`src/mem_map_defs.vh`:
```
// Address map, region codes and attribute encodings for the default memory map
`ifndef MEM_MAP_DEFS_VH
`define MEM_MAP_DEFS_VH

// Region base addresses
`define MAP_SRAM_BASE 32'h20000000
`define MAP_PERIPH_BASE 32'h40000000
`define MAP_EXTRAM_BASE 32'h60000000
`define MAP_EXTDEV_BASE 32'ha0000000
`define MAP_EXTDEV_NS_BASE 32'hc0000000
`define MAP_CORE_PERIPH_BASE 32'he0000000
`define MAP_VENDOR_BASE 32'he0100000

// Memory type codes
`define MTYPE_NORMAL 2'h0
`define MTYPE_DEVICE 2'h1
`define MTYPE_STRONG 2'h2

// Region codes
`define REGION_CODE 3'h0
`define REGION_SRAM 3'h1
`define REGION_PERIPH 3'h2
`define REGION_EXTRAM 3'h3
`define REGION_EXTDEV 3'h4
`define REGION_CORE_PERIPH 3'h5
`define REGION_VENDOR 3'h6

// Access size codes
`define SIZE_BYTE 2'h0
`define SIZE_HALF 2'h1
`define SIZE_WORD 2'h2

// Barrier kind codes
`define BARRIER_DATA_MEM 2'h1
`define BARRIER_DATA_SYNC 2'h2
`define BARRIER_INSTR_SYNC 2'h3

`endif

```
`src/region_decoder.v`:
```
// Combinational decode of an address into region and attributes
`include "mem_map_defs.vh"
module region_decoder (
  // Address
  input wire [31:0] i_addr,
  // Attributes
  output reg [2:0] o_region,
  output reg [1:0] o_mem_type,
  output reg o_shareable,
  output reg o_no_execute_attribute
);

  always @* begin
    o_region = `REGION_CODE;
    o_mem_type = `MTYPE_NORMAL;
    o_shareable = 1'b0;
    o_no_execute_attribute = 1'b0;
    if (i_addr < `MAP_SRAM_BASE) begin
      o_region = `REGION_CODE;
    end else if (i_addr < `MAP_PERIPH_BASE) begin
      o_region = `REGION_SRAM;
    end else if (i_addr < `MAP_EXTRAM_BASE) begin
      o_region = `REGION_PERIPH;
      o_mem_type = `MTYPE_DEVICE;
      o_no_execute_attribute = 1'b1;
    end else if (i_addr < `MAP_EXTDEV_BASE) begin
      o_region = `REGION_EXTRAM;
    end else if (i_addr < `MAP_CORE_PERIPH_BASE) begin
      o_region = `REGION_EXTDEV;
      o_mem_type = `MTYPE_DEVICE;
      o_shareable = (i_addr < `MAP_EXTDEV_NS_BASE);
      o_no_execute_attribute = 1'b1;
    end else if (i_addr < `MAP_VENDOR_BASE) begin
      o_region = `REGION_CORE_PERIPH;
      o_mem_type = `MTYPE_STRONG;
      o_shareable = 1'b1;
      o_no_execute_attribute = 1'b1;
    end else begin
      o_region = `REGION_VENDOR;
      o_mem_type = `MTYPE_DEVICE;
      o_no_execute_attribute = 1'b1;
    end
  end

endmodule

```
`src/lane_steer.v`:
```
// Byte lane steering for data in either byte order
`include "mem_map_defs.vh"
module lane_steer (
  // Access
  input wire [1:0] i_size,
  input wire [1:0] i_offset,
  input wire i_big,
  input wire [31:0] i_data,
  // Steered result
  output wire [31:0] o_data,
  output wire [3:0] o_strobe
);

  function [31:0] swap_bytes;
    input [31:0] d;
    begin
      swap_bytes = {d[7:0], d[15:8], d[23:16], d[31:24]};
    end
  endfunction

  wire [3:0] base_strobe = (i_size == `SIZE_WORD) ? 4'hf :
    (i_size == `SIZE_HALF) ? (i_offset[1] ? 4'hc : 4'h3) : (4'h1 << i_offset);
  wire [31:0] le_data = (i_size == `SIZE_WORD) ? i_data :
    (i_size == `SIZE_HALF) ? (i_offset[1] ? {i_data[15:0], 16'h0000} : {16'h0000, i_data[15:0]}) :
    ({24'h000000, i_data[7:0]} << {i_offset, 3'b000});
  wire [31:0] be_src = (i_size == `SIZE_WORD) ? swap_bytes(i_data) :
    (i_size == `SIZE_HALF) ? {16'h0000, i_data[7:0], i_data[15:8]} : i_data;
  wire [31:0] be_data = (i_size == `SIZE_WORD) ? be_src :
    (i_size == `SIZE_HALF) ? (i_offset[1] ? {be_src[15:0], 16'h0000} : {16'h0000, be_src[15:0]}) :
    ({24'h000000, be_src[7:0]} << {i_offset, 3'b000});

  assign o_data = i_big ? be_data : le_data;
  assign o_strobe = base_strobe;

endmodule

```
`src/mem_attr_unit.v`:
```
// Default memory map attribute, ordering and barrier unit between core and system bus
// How it works
// - Addresses up to 0x1fffffff are Normal, fetch and data allowed.
// - SRAM 0x20000000-0x3fffffff is Normal, fetch and data allowed.
// - External RAM 0x60000000-0x9fffffff is Normal and executable.
// - Peripheral and external device regions are Device, no-execute, fetch blocked.
// - Fetch from a no-execute region raises hard fault.
// - Core peripheral space is Strongly-ordered, no-execute, word accesses only.
// - Normal accesses may be reordered; no ordering wait imposed.
// - Device accesses wait for outstanding Device or Strongly-ordered ones.
// - Strongly-ordered accesses wait for every outstanding access.
// - Device writes may be buffered; Strongly-ordered writes never are.
// - Strongly-ordered memory is always reported shareable.
// - Shareability is signalled to the fabric, which keeps coherency.
// - Device and Strongly-ordered pairs are observed in program order.
// - Byte, halfword and word transfers supported.
// - Data accesses use configured little or big endian order.
// - Fetches and core peripheral accesses always little endian.
// - Little endian places least significant byte at lowest address.
// - Data memory barrier drains outstanding transactions before new ones.
// - Data sync barrier drains outstanding transactions before next instruction.
// - Instruction sync barrier flushes the fetch path to refetch.
// - Fixed non-remappable 32-bit, 4GB address map.
`include "mem_map_defs.vh"
module mem_attr_unit #(
  parameter OUTSTANDING_W = 4,
  parameter BIG_ENDIAN = 0
) (
  // Clock and reset
  input wire i_clk,
  input wire i_sys_rst,
  // Core data request
  input wire i_req_valid,
  input wire i_req_fetch,
  input wire i_req_write,
  input wire [1:0] i_req_size,
  input wire [31:0] i_req_addr,
  input wire [31:0] i_req_wdata,
  output wire o_req_ready,
  // Core barrier request
  input wire i_barrier_valid,
  input wire [1:0] i_barrier_kind,
  output wire o_barrier_done,
  // Core status
  output reg o_hard_fault,
  output reg o_size_fault,
  output reg o_flush_fetch,
  output wire o_stall_execute,
  // Bus request
  output reg o_bus_valid,
  output reg o_bus_fetch,
  output reg o_bus_write,
  output reg [31:0] o_bus_addr,
  output reg [31:0] o_bus_wdata,
  output reg [3:0] o_bus_strobe,
  output reg [1:0] o_bus_mem_type,
  output reg o_bus_shareable,
  output reg o_bus_bufferable,
  input wire i_bus_ready,
  // Bus completion
  input wire i_bus_done
);

  localparam ST_IDLE = 3'b001;
  localparam ST_DRAIN = 3'b010;
  localparam ST_FLUSH = 3'b100;

  wire [2:0] region;
  wire [1:0] mem_type;
  wire shareable;
  wire no_execute_attribute;
  wire [31:0] steered;
  wire [3:0] strobe;

  reg [2:0] state;
  reg [2:0] next_state;
  reg [OUTSTANDING_W-1:0] outstanding;
  reg [OUTSTANDING_W-1:0] strong_out;
  reg [OUTSTANDING_W-1:0] next_outstanding;
  reg [OUTSTANDING_W-1:0] next_strong_out;
  reg [1:0] pending_kind;
  reg barrier_pulse;

  // Strong_out counts outstanding Device and Strongly-ordered accesses
  region_decoder u_decode (
    .i_addr(i_req_addr),
    .o_region(region),
    .o_mem_type(mem_type),
    .o_shareable(shareable),
    .o_no_execute_attribute(no_execute_attribute)
  );

  // Forced little endian for fetch and core peripherals
  wire use_big = (BIG_ENDIAN != 0) && !i_req_fetch && (region != `REGION_CORE_PERIPH);

  lane_steer u_lanes (
    .i_size(i_req_size),
    .i_offset(i_req_addr[1:0]),
    .i_big(use_big),
    .i_data(i_req_wdata),
    .o_data(steered),
    .o_strobe(strobe)
  );

  function [OUTSTANDING_W-1:0] bump;
    input [OUTSTANDING_W-1:0] v;
    input up;
    input down;
    begin
      bump = v + {{(OUTSTANDING_W-1){1'b0}}, up} - {{(OUTSTANDING_W-1){1'b0}}, down};
    end
  endfunction

  wire fetch_fault = i_req_fetch && no_execute_attribute;
  // Only word accesses in core peripheral space
  wire size_bad = (region == `REGION_CORE_PERIPH) && (i_req_size != `SIZE_WORD);
  wire size_reserved = (i_req_size == 2'h3);
  wire misaligned = ((i_req_size == `SIZE_WORD) && (i_req_addr[1:0] != 2'h0)) ||
    ((i_req_size == `SIZE_HALF) && i_req_addr[0]);
  wire rejected = fetch_fault || size_bad || size_reserved || misaligned;

  wire counters_full = &outstanding;
  wire wait_strong = (mem_type == `MTYPE_STRONG) && (outstanding != 0);
  // Device waits for outstanding Device and Strongly-ordered
  wire wait_device = (mem_type == `MTYPE_DEVICE) && (strong_out != 0);
  // Normal accesses never wait on ordering
  wire order_wait = wait_strong || wait_device;

  wire bus_free = !o_bus_valid || i_bus_ready;
  wire can_issue = (state == ST_IDLE) && !i_barrier_valid && !order_wait && !counters_full && bus_free;
  wire accept = i_req_valid && can_issue;
  wire issue = accept && !rejected;
  wire bus_taken = o_bus_valid && i_bus_ready;

  assign o_req_ready = can_issue;
  assign o_barrier_done = barrier_pulse;
  // Execution stalls while a data sync barrier drains
  assign o_stall_execute = (state == ST_DRAIN) && (pending_kind == `BARRIER_DATA_SYNC);

  always @* begin
    next_outstanding = bump(outstanding, issue, i_bus_done && (outstanding != 0));
    next_strong_out = bump(strong_out, issue && (mem_type != `MTYPE_NORMAL),
      i_bus_done && (strong_out != 0) && (outstanding == strong_out));
  end

  // Barrier sequencing
  always @* begin
    next_state = state;
    case (state)
      ST_IDLE: begin
        if (i_barrier_valid) begin
          next_state = ST_DRAIN;
        end
      end
      ST_DRAIN: begin
        if (outstanding == 0 && !o_bus_valid) begin
          next_state = (pending_kind == `BARRIER_INSTR_SYNC) ? ST_FLUSH : ST_IDLE;
        end
      end
      ST_FLUSH: begin
        next_state = ST_IDLE;
      end
      default: begin
        next_state = ST_IDLE;
      end
    endcase
  end

  always @(posedge i_clk) begin
    if (i_sys_rst) begin
      state <= ST_IDLE;
      pending_kind <= 2'h0;
      barrier_pulse <= 1'b0;
      outstanding <= {OUTSTANDING_W{1'b0}};
      strong_out <= {OUTSTANDING_W{1'b0}};
      o_hard_fault <= 1'b0;
      o_size_fault <= 1'b0;
      o_flush_fetch <= 1'b0;
      o_bus_valid <= 1'b0;
      o_bus_fetch <= 1'b0;
      o_bus_write <= 1'b0;
      o_bus_addr <= 32'h00000000;
      o_bus_wdata <= 32'h00000000;
      o_bus_strobe <= 4'h0;
      o_bus_mem_type <= `MTYPE_NORMAL;
      o_bus_shareable <= 1'b0;
      o_bus_bufferable <= 1'b0;
    end else begin
      state <= next_state;
      outstanding <= next_outstanding;
      strong_out <= next_strong_out;
      if (state == ST_IDLE && i_barrier_valid) begin
        pending_kind <= i_barrier_kind;
      end
      barrier_pulse <= (state == ST_DRAIN && next_state == ST_IDLE) || (state == ST_FLUSH);
      // Flush fetch path after instruction sync barrier
      o_flush_fetch <= (state == ST_FLUSH);
      o_hard_fault <= accept && fetch_fault;
      o_size_fault <= accept && !fetch_fault && (size_bad || size_reserved || misaligned);
      if (bus_taken) begin
        o_bus_valid <= 1'b0;
      end
      if (issue) begin
        o_bus_valid <= 1'b1;
        o_bus_fetch <= i_req_fetch;
        o_bus_write <= i_req_write && !i_req_fetch;
        o_bus_addr <= i_req_addr;
        o_bus_wdata <= steered;
        o_bus_strobe <= strobe;
        o_bus_mem_type <= mem_type;
        o_bus_shareable <= shareable;
        o_bus_bufferable <= i_req_write && (mem_type == `MTYPE_DEVICE);
      end
    end
  end

endmodule

```
`config.mk`:
```
export PLATFORM = sky130hd
export DESIGN_NAME = mem_attr_unit
export DESIGN_NICKNAME = d
export VERILOG_FILES = /design/src/region_decoder.v /design/src/lane_steer.v /design/src/mem_attr_unit.v
export VERILOG_INCLUDE_DIRS = /design/src
export SDC_FILE = /design/constraint.sdc
export NUM_CORES = 1
export LEC_CHECK = 0
export BUFFER_PORTS_ARGS = -buffer_cell sky130_fd_sc_hd__buf_4
export CAP_MARGIN = 20
export CELL_PAD_IN_SITES_DETAIL_PLACEMENT = 0
export CELL_PAD_IN_SITES_GLOBAL_PLACEMENT = 1
export CORE_AREA = 2 2 122 124
export CTS_CLUSTER_DIAMETER = 100
export DETAILED_ROUTE_END_ITERATION = 7
export DIE_AREA = 0 0 124 126
export GPL_ROUTABILITY_DRIVEN = 1
export PLACE_DENSITY_LB_ADDON = 0.08
export SYNTH_ARGS = -nofsm -noshare
export SYNTH_HDL_FRONTEND = slang
export SYNTH_HIERARCHICAL = 1
export SYNTH_SLANG_ARGS = --single-unit
```
`constraint.sdc`:
```
create_clock -name i_clk -period 6.3 [get_ports i_clk]
set_input_delay 0.945 -clock i_clk [delete_from_list [all_inputs] [get_ports i_clk]]
set_output_delay 0.945 -clock i_clk [all_outputs]
set_load 0.1 [all_outputs]
```
==> flow_metrics.tcl, run 1 <==
set metrics [dict create \
    status "complete, no violations" \
    crit_type "in2out" \
    fin_crit_ps 4280 \
    dp_hpwl_mm 13.1 \
    seq_area_frac_synth_pct 31.4 \
    startpoint "i_req_addr[25]" \
    critPathArrivalTime_ps 3340 \
    antenna_cells 0 \
    grt_util_all_layers_pct 24.5 \
    synthDominantCellAreaShare_pct 31.4 \
    cts_made_buffers 9 \
    hold_viol 0 \
    highest-signal-layer "met4" \
    num-nets-final 897 \
    grt_pass1_vias 5755 \
    worst_slew_pin_slew_ps 982 \
    hold_path.class "reg2reg" \
    worstPathCellList "buf_4 > nor4_2 > nand3_2 > nor2_1 > nand2b_1 > o2111a_2 > o311a_1 > buf_4" \
    dr.pass1.iters 4 \
    ys_ff_latch 92 \
    yosysUniqueCellTypes 74 \
    fin_cells 996 \
    max_slew_margin_pct 34.6 \
    synth_ff_type "dfxtp_1" \
    rsz0062_at_grt "false" \
    yosys_warnings 6 \
    cts_max_level 3 \
    hold_buffers 0 \
    grt_max_degree 92 \
    dieArea_um2 15600 \
    wl_met3_mm 1.24 \
    drive_above_1_share_pct 25.1 \
    cp_top_family "compound AO/OA/AOI/OAI gates" \
    crit_top_cell "buf_4" \
    multiInputGateArea_um2 3490 \
    fillerInstances 1453 \
    clock-root-buffer "clkbuf_16" \
    cts.sinks 92 \
    worstPathRequired_ps 5350 \
    setup_tns_ps 0 \
    portBuffers 156 \
    die_w_um 124 \
    drv_slew 0 \
    p_leak_nw 2.75 \
    clockBufferDepth 2 \
    syn_area_um2 5870 \
    cp_slowest_cell "o2111a_2" \
    synth_edf_count 0 \
    synth_common_cells "a21oi_1, dfxtp_1, nand4_1" \
    final_cell_area_um2 7210 \
    dp_cells 980 \
    worstReg2RegStart "bump.v[2]" \
    post-route-util_pct 50.4 \
    initial_utilization_pct 41.0 \
    regArea_um2 1840 \
    critPathBufInv 2 \
    max_freq_ghz 0.234 \
    powerDensity_nw_per_um2 268 \
    drtIter0Drc 612 \
    postCtsSetupRepairBufs 0 \
    clock_latency_ps 340 \
    async_flop_share_pct 0 \
    grt-ovfl-total 0 \
    min_from "o_bus_addr[25]" \
    clock_skew_ps 9.35 \
    antenna_left 0 \
    area_growth_pct 22.9 \
    vias_per_cell 6.17 \
    wirelength_mm 19.6 \
    wl_per_cell_um 19.7 \
    synth_most_common_cell "a21oi_1" \
    grt_antenna_before_repair 0 \
    finalSetupViolCount 0 \
    maxCapViolCount 0 \
    crit_fanout 36 \
    ctsResizeCount 0 \
    period_share_pct 67.9 \
    netlist_instances 717 \
    grt_pass1_wl_mm 30.7 \
    design.core.area_um2 14300 \
    rows 44 \
    synth_area_leaders "dfxtp_1, o31ai_1, a21oi_1" \
    ir_drop_v 0.000219 \
    die_h_um 126 \
    post_dp_cell_area_um2 6920 \
    synth_top_area_cell "dfxtp_1" \
    synth_area_per_cell_um2 8.18 \
    hold_slack_ps 471 \
    wl_met1_mm 9.11 \
    cts_tree "yes" \
    cpPeakStageDelay_ps 710 \
    boundaryPins 157 \
    setup.worst_path.end_class "output pin" \
    vias 6149 \
    cts.clk_slew.worst_paths_ps 70 \
    post-route-drc-count 0 \
    wl_met2_mm 8.93 \
    globalplace.congestion 0.846 \
    startpoint_type "input pin" \
]
[sequential cells by signal (all words and copies together) (netlist names), 2 cells and up]
signal / count
o_bus_addr: 32
outstanding: 4
o_bus_strobe: 4
o_bus_mem_type: 2
pending_kind: 2
state: 3
bump.v: 4
o_bus_wdata: 32
[per-layer routing]
layer  vias up  global-route usage [%]
li1       2953                       -
met1      2982                    34.6
met2       190                    38.7
met3        24                    3.85
met4         0                    6.35
met5         -                       0
[per-stage QoR]
step	setup WS, ps	power [mW]
2_1_floorplan	1750	1.23
3_3_place_gp	1900	1.39
3_5_place_dp	1740	1.41
4_1_cts	2020	1.93
5_1_grt	1790	2.03
6_report	2020	1.93
[placed cells by master (no fill, tap or decap), types with 6 or more instances in the layout]
| cell | n |
|---|---|
| clkbuf_16 | 9 |
| o31ai_1 | 72 |
| nand4_1 | 73 |
| xnor2_1 | 6 |
| a32oi_1 | 6 |
| a221oi_1 | 6 |
| a21boi_0 | 6 |
| dfxtp_1 | 92 |
| nand2b_1 | 11 |
| a22o_1 | 9 |
| ha_1 | 11 |
| o21ai_0 | 20 |
| a21oi_1 | 100 |
| nor2_1 | 22 |
| a31oi_1 | 10 |
| nand2_1 | 26 |
| a221o_1 | 13 |
| buf_4 | 163 |
| inv_1 | 26 |
| nor2b_1 | 11 |
| o22ai_1 | 8 |
| o2bb2ai_1 | 11 |
[area by class of cell]
type                    count  share of cell area, %
inverters                  27                   1.41
clock inverters             4                  0.469
clock buffers              11                   3.51
flip-flops and latches     92                   25.5
multi-input cells         513                   48.4
repair buffers            165                   17.5
well taps                 184                   3.19
[report_power, final]
part	internal [mW]	total, mW	switching, mW
Clock	0.291	0.527	0.236
Combinational	0.236	0.748	0.513
Sequential	0.619	0.655	0.0356
[final timing paths]
path | end | slack (ps) | depth (start not counted)
hold / removal | o_bus_addr[25] | 470 | 2
setup reg to reg | bump.v[2] | 2750 | 13
setup / recovery | o_req_ready | 2020 | 8
hold reg to reg | o_bus_addr[25] | 470 | 2
[logic make-up (layout without fill, tap and decap cells)]
group           Yosys count  count (layout)  synth area share [%]
compound gates          302             302                  35.3
xor+xnor                  7               7                  1.05
simple gates            178             178                  17.9
mux                       7               7                  1.30
buf+inv                 116             207                  9.75
flops                    92              92                  31.4
other cells               1               5                0.0639
fa+ha+maj                14              14                  3.22
[worst register-to-register path, cell delays in order (launching register included)]
cell	delay (ps)
dfxtp_1	330
inv_1	80
ha_1	180
nor3b_1	420
o2111a_2	730
nand3_2	250
o21bai_1	240
ha_1	280
inv_1	60
ha_1	160
inv_1	60
fa_1	390
xor2_1	170
nor2_1	60
No activity file was read; power rests on OpenSTA's default activity.
==> run 2: changes to the inputs <==
--- a/config.mk
+++ b/config.mk
@@ -6,14 +6,15 @@
 export SDC_FILE = /design/constraint.sdc
 export NUM_CORES = 1
 export LEC_CHECK = 0
+export ABC_AREA = 1
 export BUFFER_PORTS_ARGS = -buffer_cell sky130_fd_sc_hd__buf_4
 export CAP_MARGIN = 20
 export CELL_PAD_IN_SITES_DETAIL_PLACEMENT = 0
 export CELL_PAD_IN_SITES_GLOBAL_PLACEMENT = 1
-export CORE_AREA = 2 2 122 124
+export CORE_AREA = 2 2 132 134
 export CTS_CLUSTER_DIAMETER = 100
 export DETAILED_ROUTE_END_ITERATION = 7
-export DIE_AREA = 0 0 124 126
+export DIE_AREA = 0 0 134 136
 export GPL_ROUTABILITY_DRIVEN = 1
 export PLACE_DENSITY_LB_ADDON = 0.08
 export SYNTH_ARGS = -nofsm -noshare
==> constraint.sdc (replaced) <==
create_clock -name i_clk -period 4.1 [get_ports i_clk]
set_input_delay 0.615 -clock i_clk [delete_from_list [all_inputs] [get_ports i_clk]]
set_output_delay 0.615 -clock i_clk [all_outputs]
set_load 0.1 [all_outputs]
==> flow_metrics.tcl, run 2 <==
set metrics [dict create \
    ir_drop_v 0.000254 \
    ys_ff_latch 92 \
    crit_type "in2reg" \
    grt_pass1_vias 5636 \
    initial_utilization_pct 35.5 \
    synth_most_common_cell "nand2_1" \
    cts_tree "yes" \
    rsz0062_at_grt "false" \
    p_clk_share_pct 28.8 \
    worstPathCellList "buf_4 > inv_1 > nor2_4 > nand3_2 > nand2_2 > a21oi_1 > nor2_1 > nand2_1 > nand2_2 > nor3b_1 > o211ai_1 > ha_1 > inv_1 > ha_1 > inv_1 > fa_1 > xor2_1 > nor2_1" \
    maxCapViolCount 0 \
    grt-ovfl-total 0 \
    synth_area_per_cell_um2 5.78 \
    globalplace.congestion 0.796 \
    yosys_warnings 6 \
    grt_max_degree 147 \
    cp_top_family "adder cells" \
    synth_top_area_cell "dfxtp_1" \
    vias_per_cell 4.49 \
    synth_top_family_by_area "simple AND/OR/NAND/NOR gates" \
    yosys.area_share.adder_pct 2.97 \
    boundaryPins 157 \
    layout_commonest_cell "nand2_1" \
    final_cell_mix "nand2_1, nor2_1, inv_1" \
    yosys.area_share.simple_pct 45.9 \
    switching_share_pct 41.7 \
    post-route-drc-count 0 \
    syn_area_um2 5990 \
    clock-root-buffer "clkbuf_16" \
    antenna_cells 0 \
    drv_slew 0 \
    p_seq_share_pct 32.5 \
    setup.worst_path.end_class "register" \
    synth_ff_type "dfxtp_1" \
    grt_util_all_layers_pct 19.5 \
    cts_max_level 3 \
    status "complete, no violations" \
    pre_cts_ws_ps 875 \
    power_frac_comb_pct 38.7 \
    rows 48 \
    seq_area_frac_synth_pct 30.7 \
    max_slew_margin_pct 34.3 \
    switchingPower_mw 1.34 \
    synthDominantCellAreaShare_pct 30.7 \
    critPathArrivalTime_ps 3090 \
    p_leak_nw 4.46 \
    post_dp_cell_area_um2 7210 \
    critPathBufInv 4 \
    top_regs "o_bus_addr x32, o_bus_wdata x32" \
    fillerInstances 1945 \
    yosys.area_share.xor_xnor_pct 0.439 \
    hold_buffers 0 \
    cpPeakStageDelay_ps 370 \
    max_freq_ghz 0.352 \
    synth_edf_count 0 \
    final_cell_area_um2 7530 \
    wl_per_cell_um 12.7 \
    dp_cells 1377 \
    design.core.area_um2 16900 \
    ctsResizeCount 0 \
    finalSetupViolCount 0 \
    fin_ws_ps 1260 \
    dieArea_um2 18200 \
    synth_compound_area_share_pct 4.18 \
    clock_skew_ps 5.02 \
    worst_slew_pin_slew_ps 982 \
    internal_power_mw 1.88 \
    fin_crit_ps 2840 \
    worstPathRequired_ps 4350 \
    antenna_left 0 \
    hold_path.class "reg2reg" \
    grt_antenna_before_repair 0 \
    wirelength_mm 17.7 \
    synth_area_leaders "dfxtp_1, nand2_1, nor2_1" \
    num-nets-final 1252 \
    grt_pass1_wl_mm 28.1 \
    crit_top_cell "inv_1" \
    dr.pass1.iters 5 \
    vias 6245 \
    die_w_um 134 \
    synth.area.mux_share_pct 0 \
    cp_slowest_cell "fa_1" \
    yosysUniqueCellTypes 37 \
    cts.sinks 92 \
    drtIter0Drc 333 \
    total_power_mw 3.22 \
    drive_above_1_share_pct 18.1 \
    dp_hpwl_mm 12.6 \
    die_h_um 136 \
    startpoint_type "input pin" \
    cts.clk_slew.worst_paths_ps 70 \
    area_growth_pct 25.7 \
    hold_viol 0 \
    setup_tns_ps 0 \
    clockBufferDepth 2 \
    portBuffers 156 \
    postCtsSetupRepairBufs 0 \
    holdPathStages 1 \
    rr_worst_depth 14 \
    period_share_pct 69.3 \
    path_depth 18 \
    fin_cells 1392 \
    netlist_instances 1036 \
    async_flop_share_pct 0 \
    clock_latency_ps 360 \
    cts_made_buffers 9 \
    synth_common_cells "nand2_1, nor2_1, inv_1" \
    powerDensity_nw_per_um2 428 \
    crit_fanout 5 \
]
run 2: changes by cell type in the layout (fill, tap and decap cells not counted), sizes merged, moves of 66 or more:
cell | before | now
nand4 | 73 | 7
a21oi | 102 | 20
nand3 | 7 | 81
nand2 | 26 | 364
o31ai | 72 | 0
nor2 | 22 | 196
inv | 28 | 173
run 2: per-layer routing:
layer / global-route usage, % / vias up / part of all wire, %
met5: 0 / - / 0
met4: 5.08 / 0 / 1.2
met3: 4.51 / 15 / 5.2
met2: 34.5 / 136 / 50
met1: 23.9 / 2754 / 44
li1: - / 3340 / -
run 2: cells by family after synthesis:
group	count (synthesis)
simple gates	663
buf+inv	218
flops	92
compound gates	46
fa+ha+maj	13
xor+xnor	3
other cells	1
run 2: final timing paths:
path                                startpoint            end  slack [ps]
worst max-delay path            i_req_addr[29]      bump.v[2]        1260
worst min register to register        state[1]  o_flush_fetch         470
worst min-delay path                  state[1]  o_flush_fetch         470
worst max register to register  outstanding[2]      bump.v[2]        1620
run 2: power groups by stage:
| stage | Sequential, mW | Clock, mW | Combinational, mW |
|---|---|---|---|
| 2_1_floorplan | 1.45 | 0 | 0.583 |
| 3_3_place_gp | 1.07 | 0 | 1.24 |
| 3_5_place_dp | 1.07 | 0 | 1.24 |
| 4_1_cts | 1.05 | 0.960 | 1.25 |
| 5_1_grt | 1.06 | 0.989 | 1.37 |
| 6_report | 1.05 | 0.927 | 1.24 |
run 2: per-stage QoR:
step                hold slack, ps  util [%]
global placement               460      42.7
global route                   469      44.6
floorplan                      428         -
finish                         466      44.6
detailed placement             451      42.7
CTS                            464      44.6
run 2: cell type report:
cell class | instances | area (um^2) | share of cell area [%]
multi-input combinational | 728 | 3220 | 42.8
clock buffer | 9 | 225 | 2.99
inverter | 174 | 662 | 8.79
timing repair buffer | 158 | 1200 | 15.9
tap | 225 | 282 | 3.74
clock inverter | 6 | 95.1 | 1.26
sequential | 92 | 1840 | 24.5
run 2: worst register-to-register path, cell delays in order (launching register included):
cell      delay, ps
dfxtp_1         340
inv_1            80
ha_1            150
nand3_1         120
nand2_1         100
nand2_2          70
nor3b_1         270
o211ai_1        140
ha_1            290
inv_1            50
ha_1            150
inv_1            60
fa_1            370
xor2_1          140
nor2_1           50
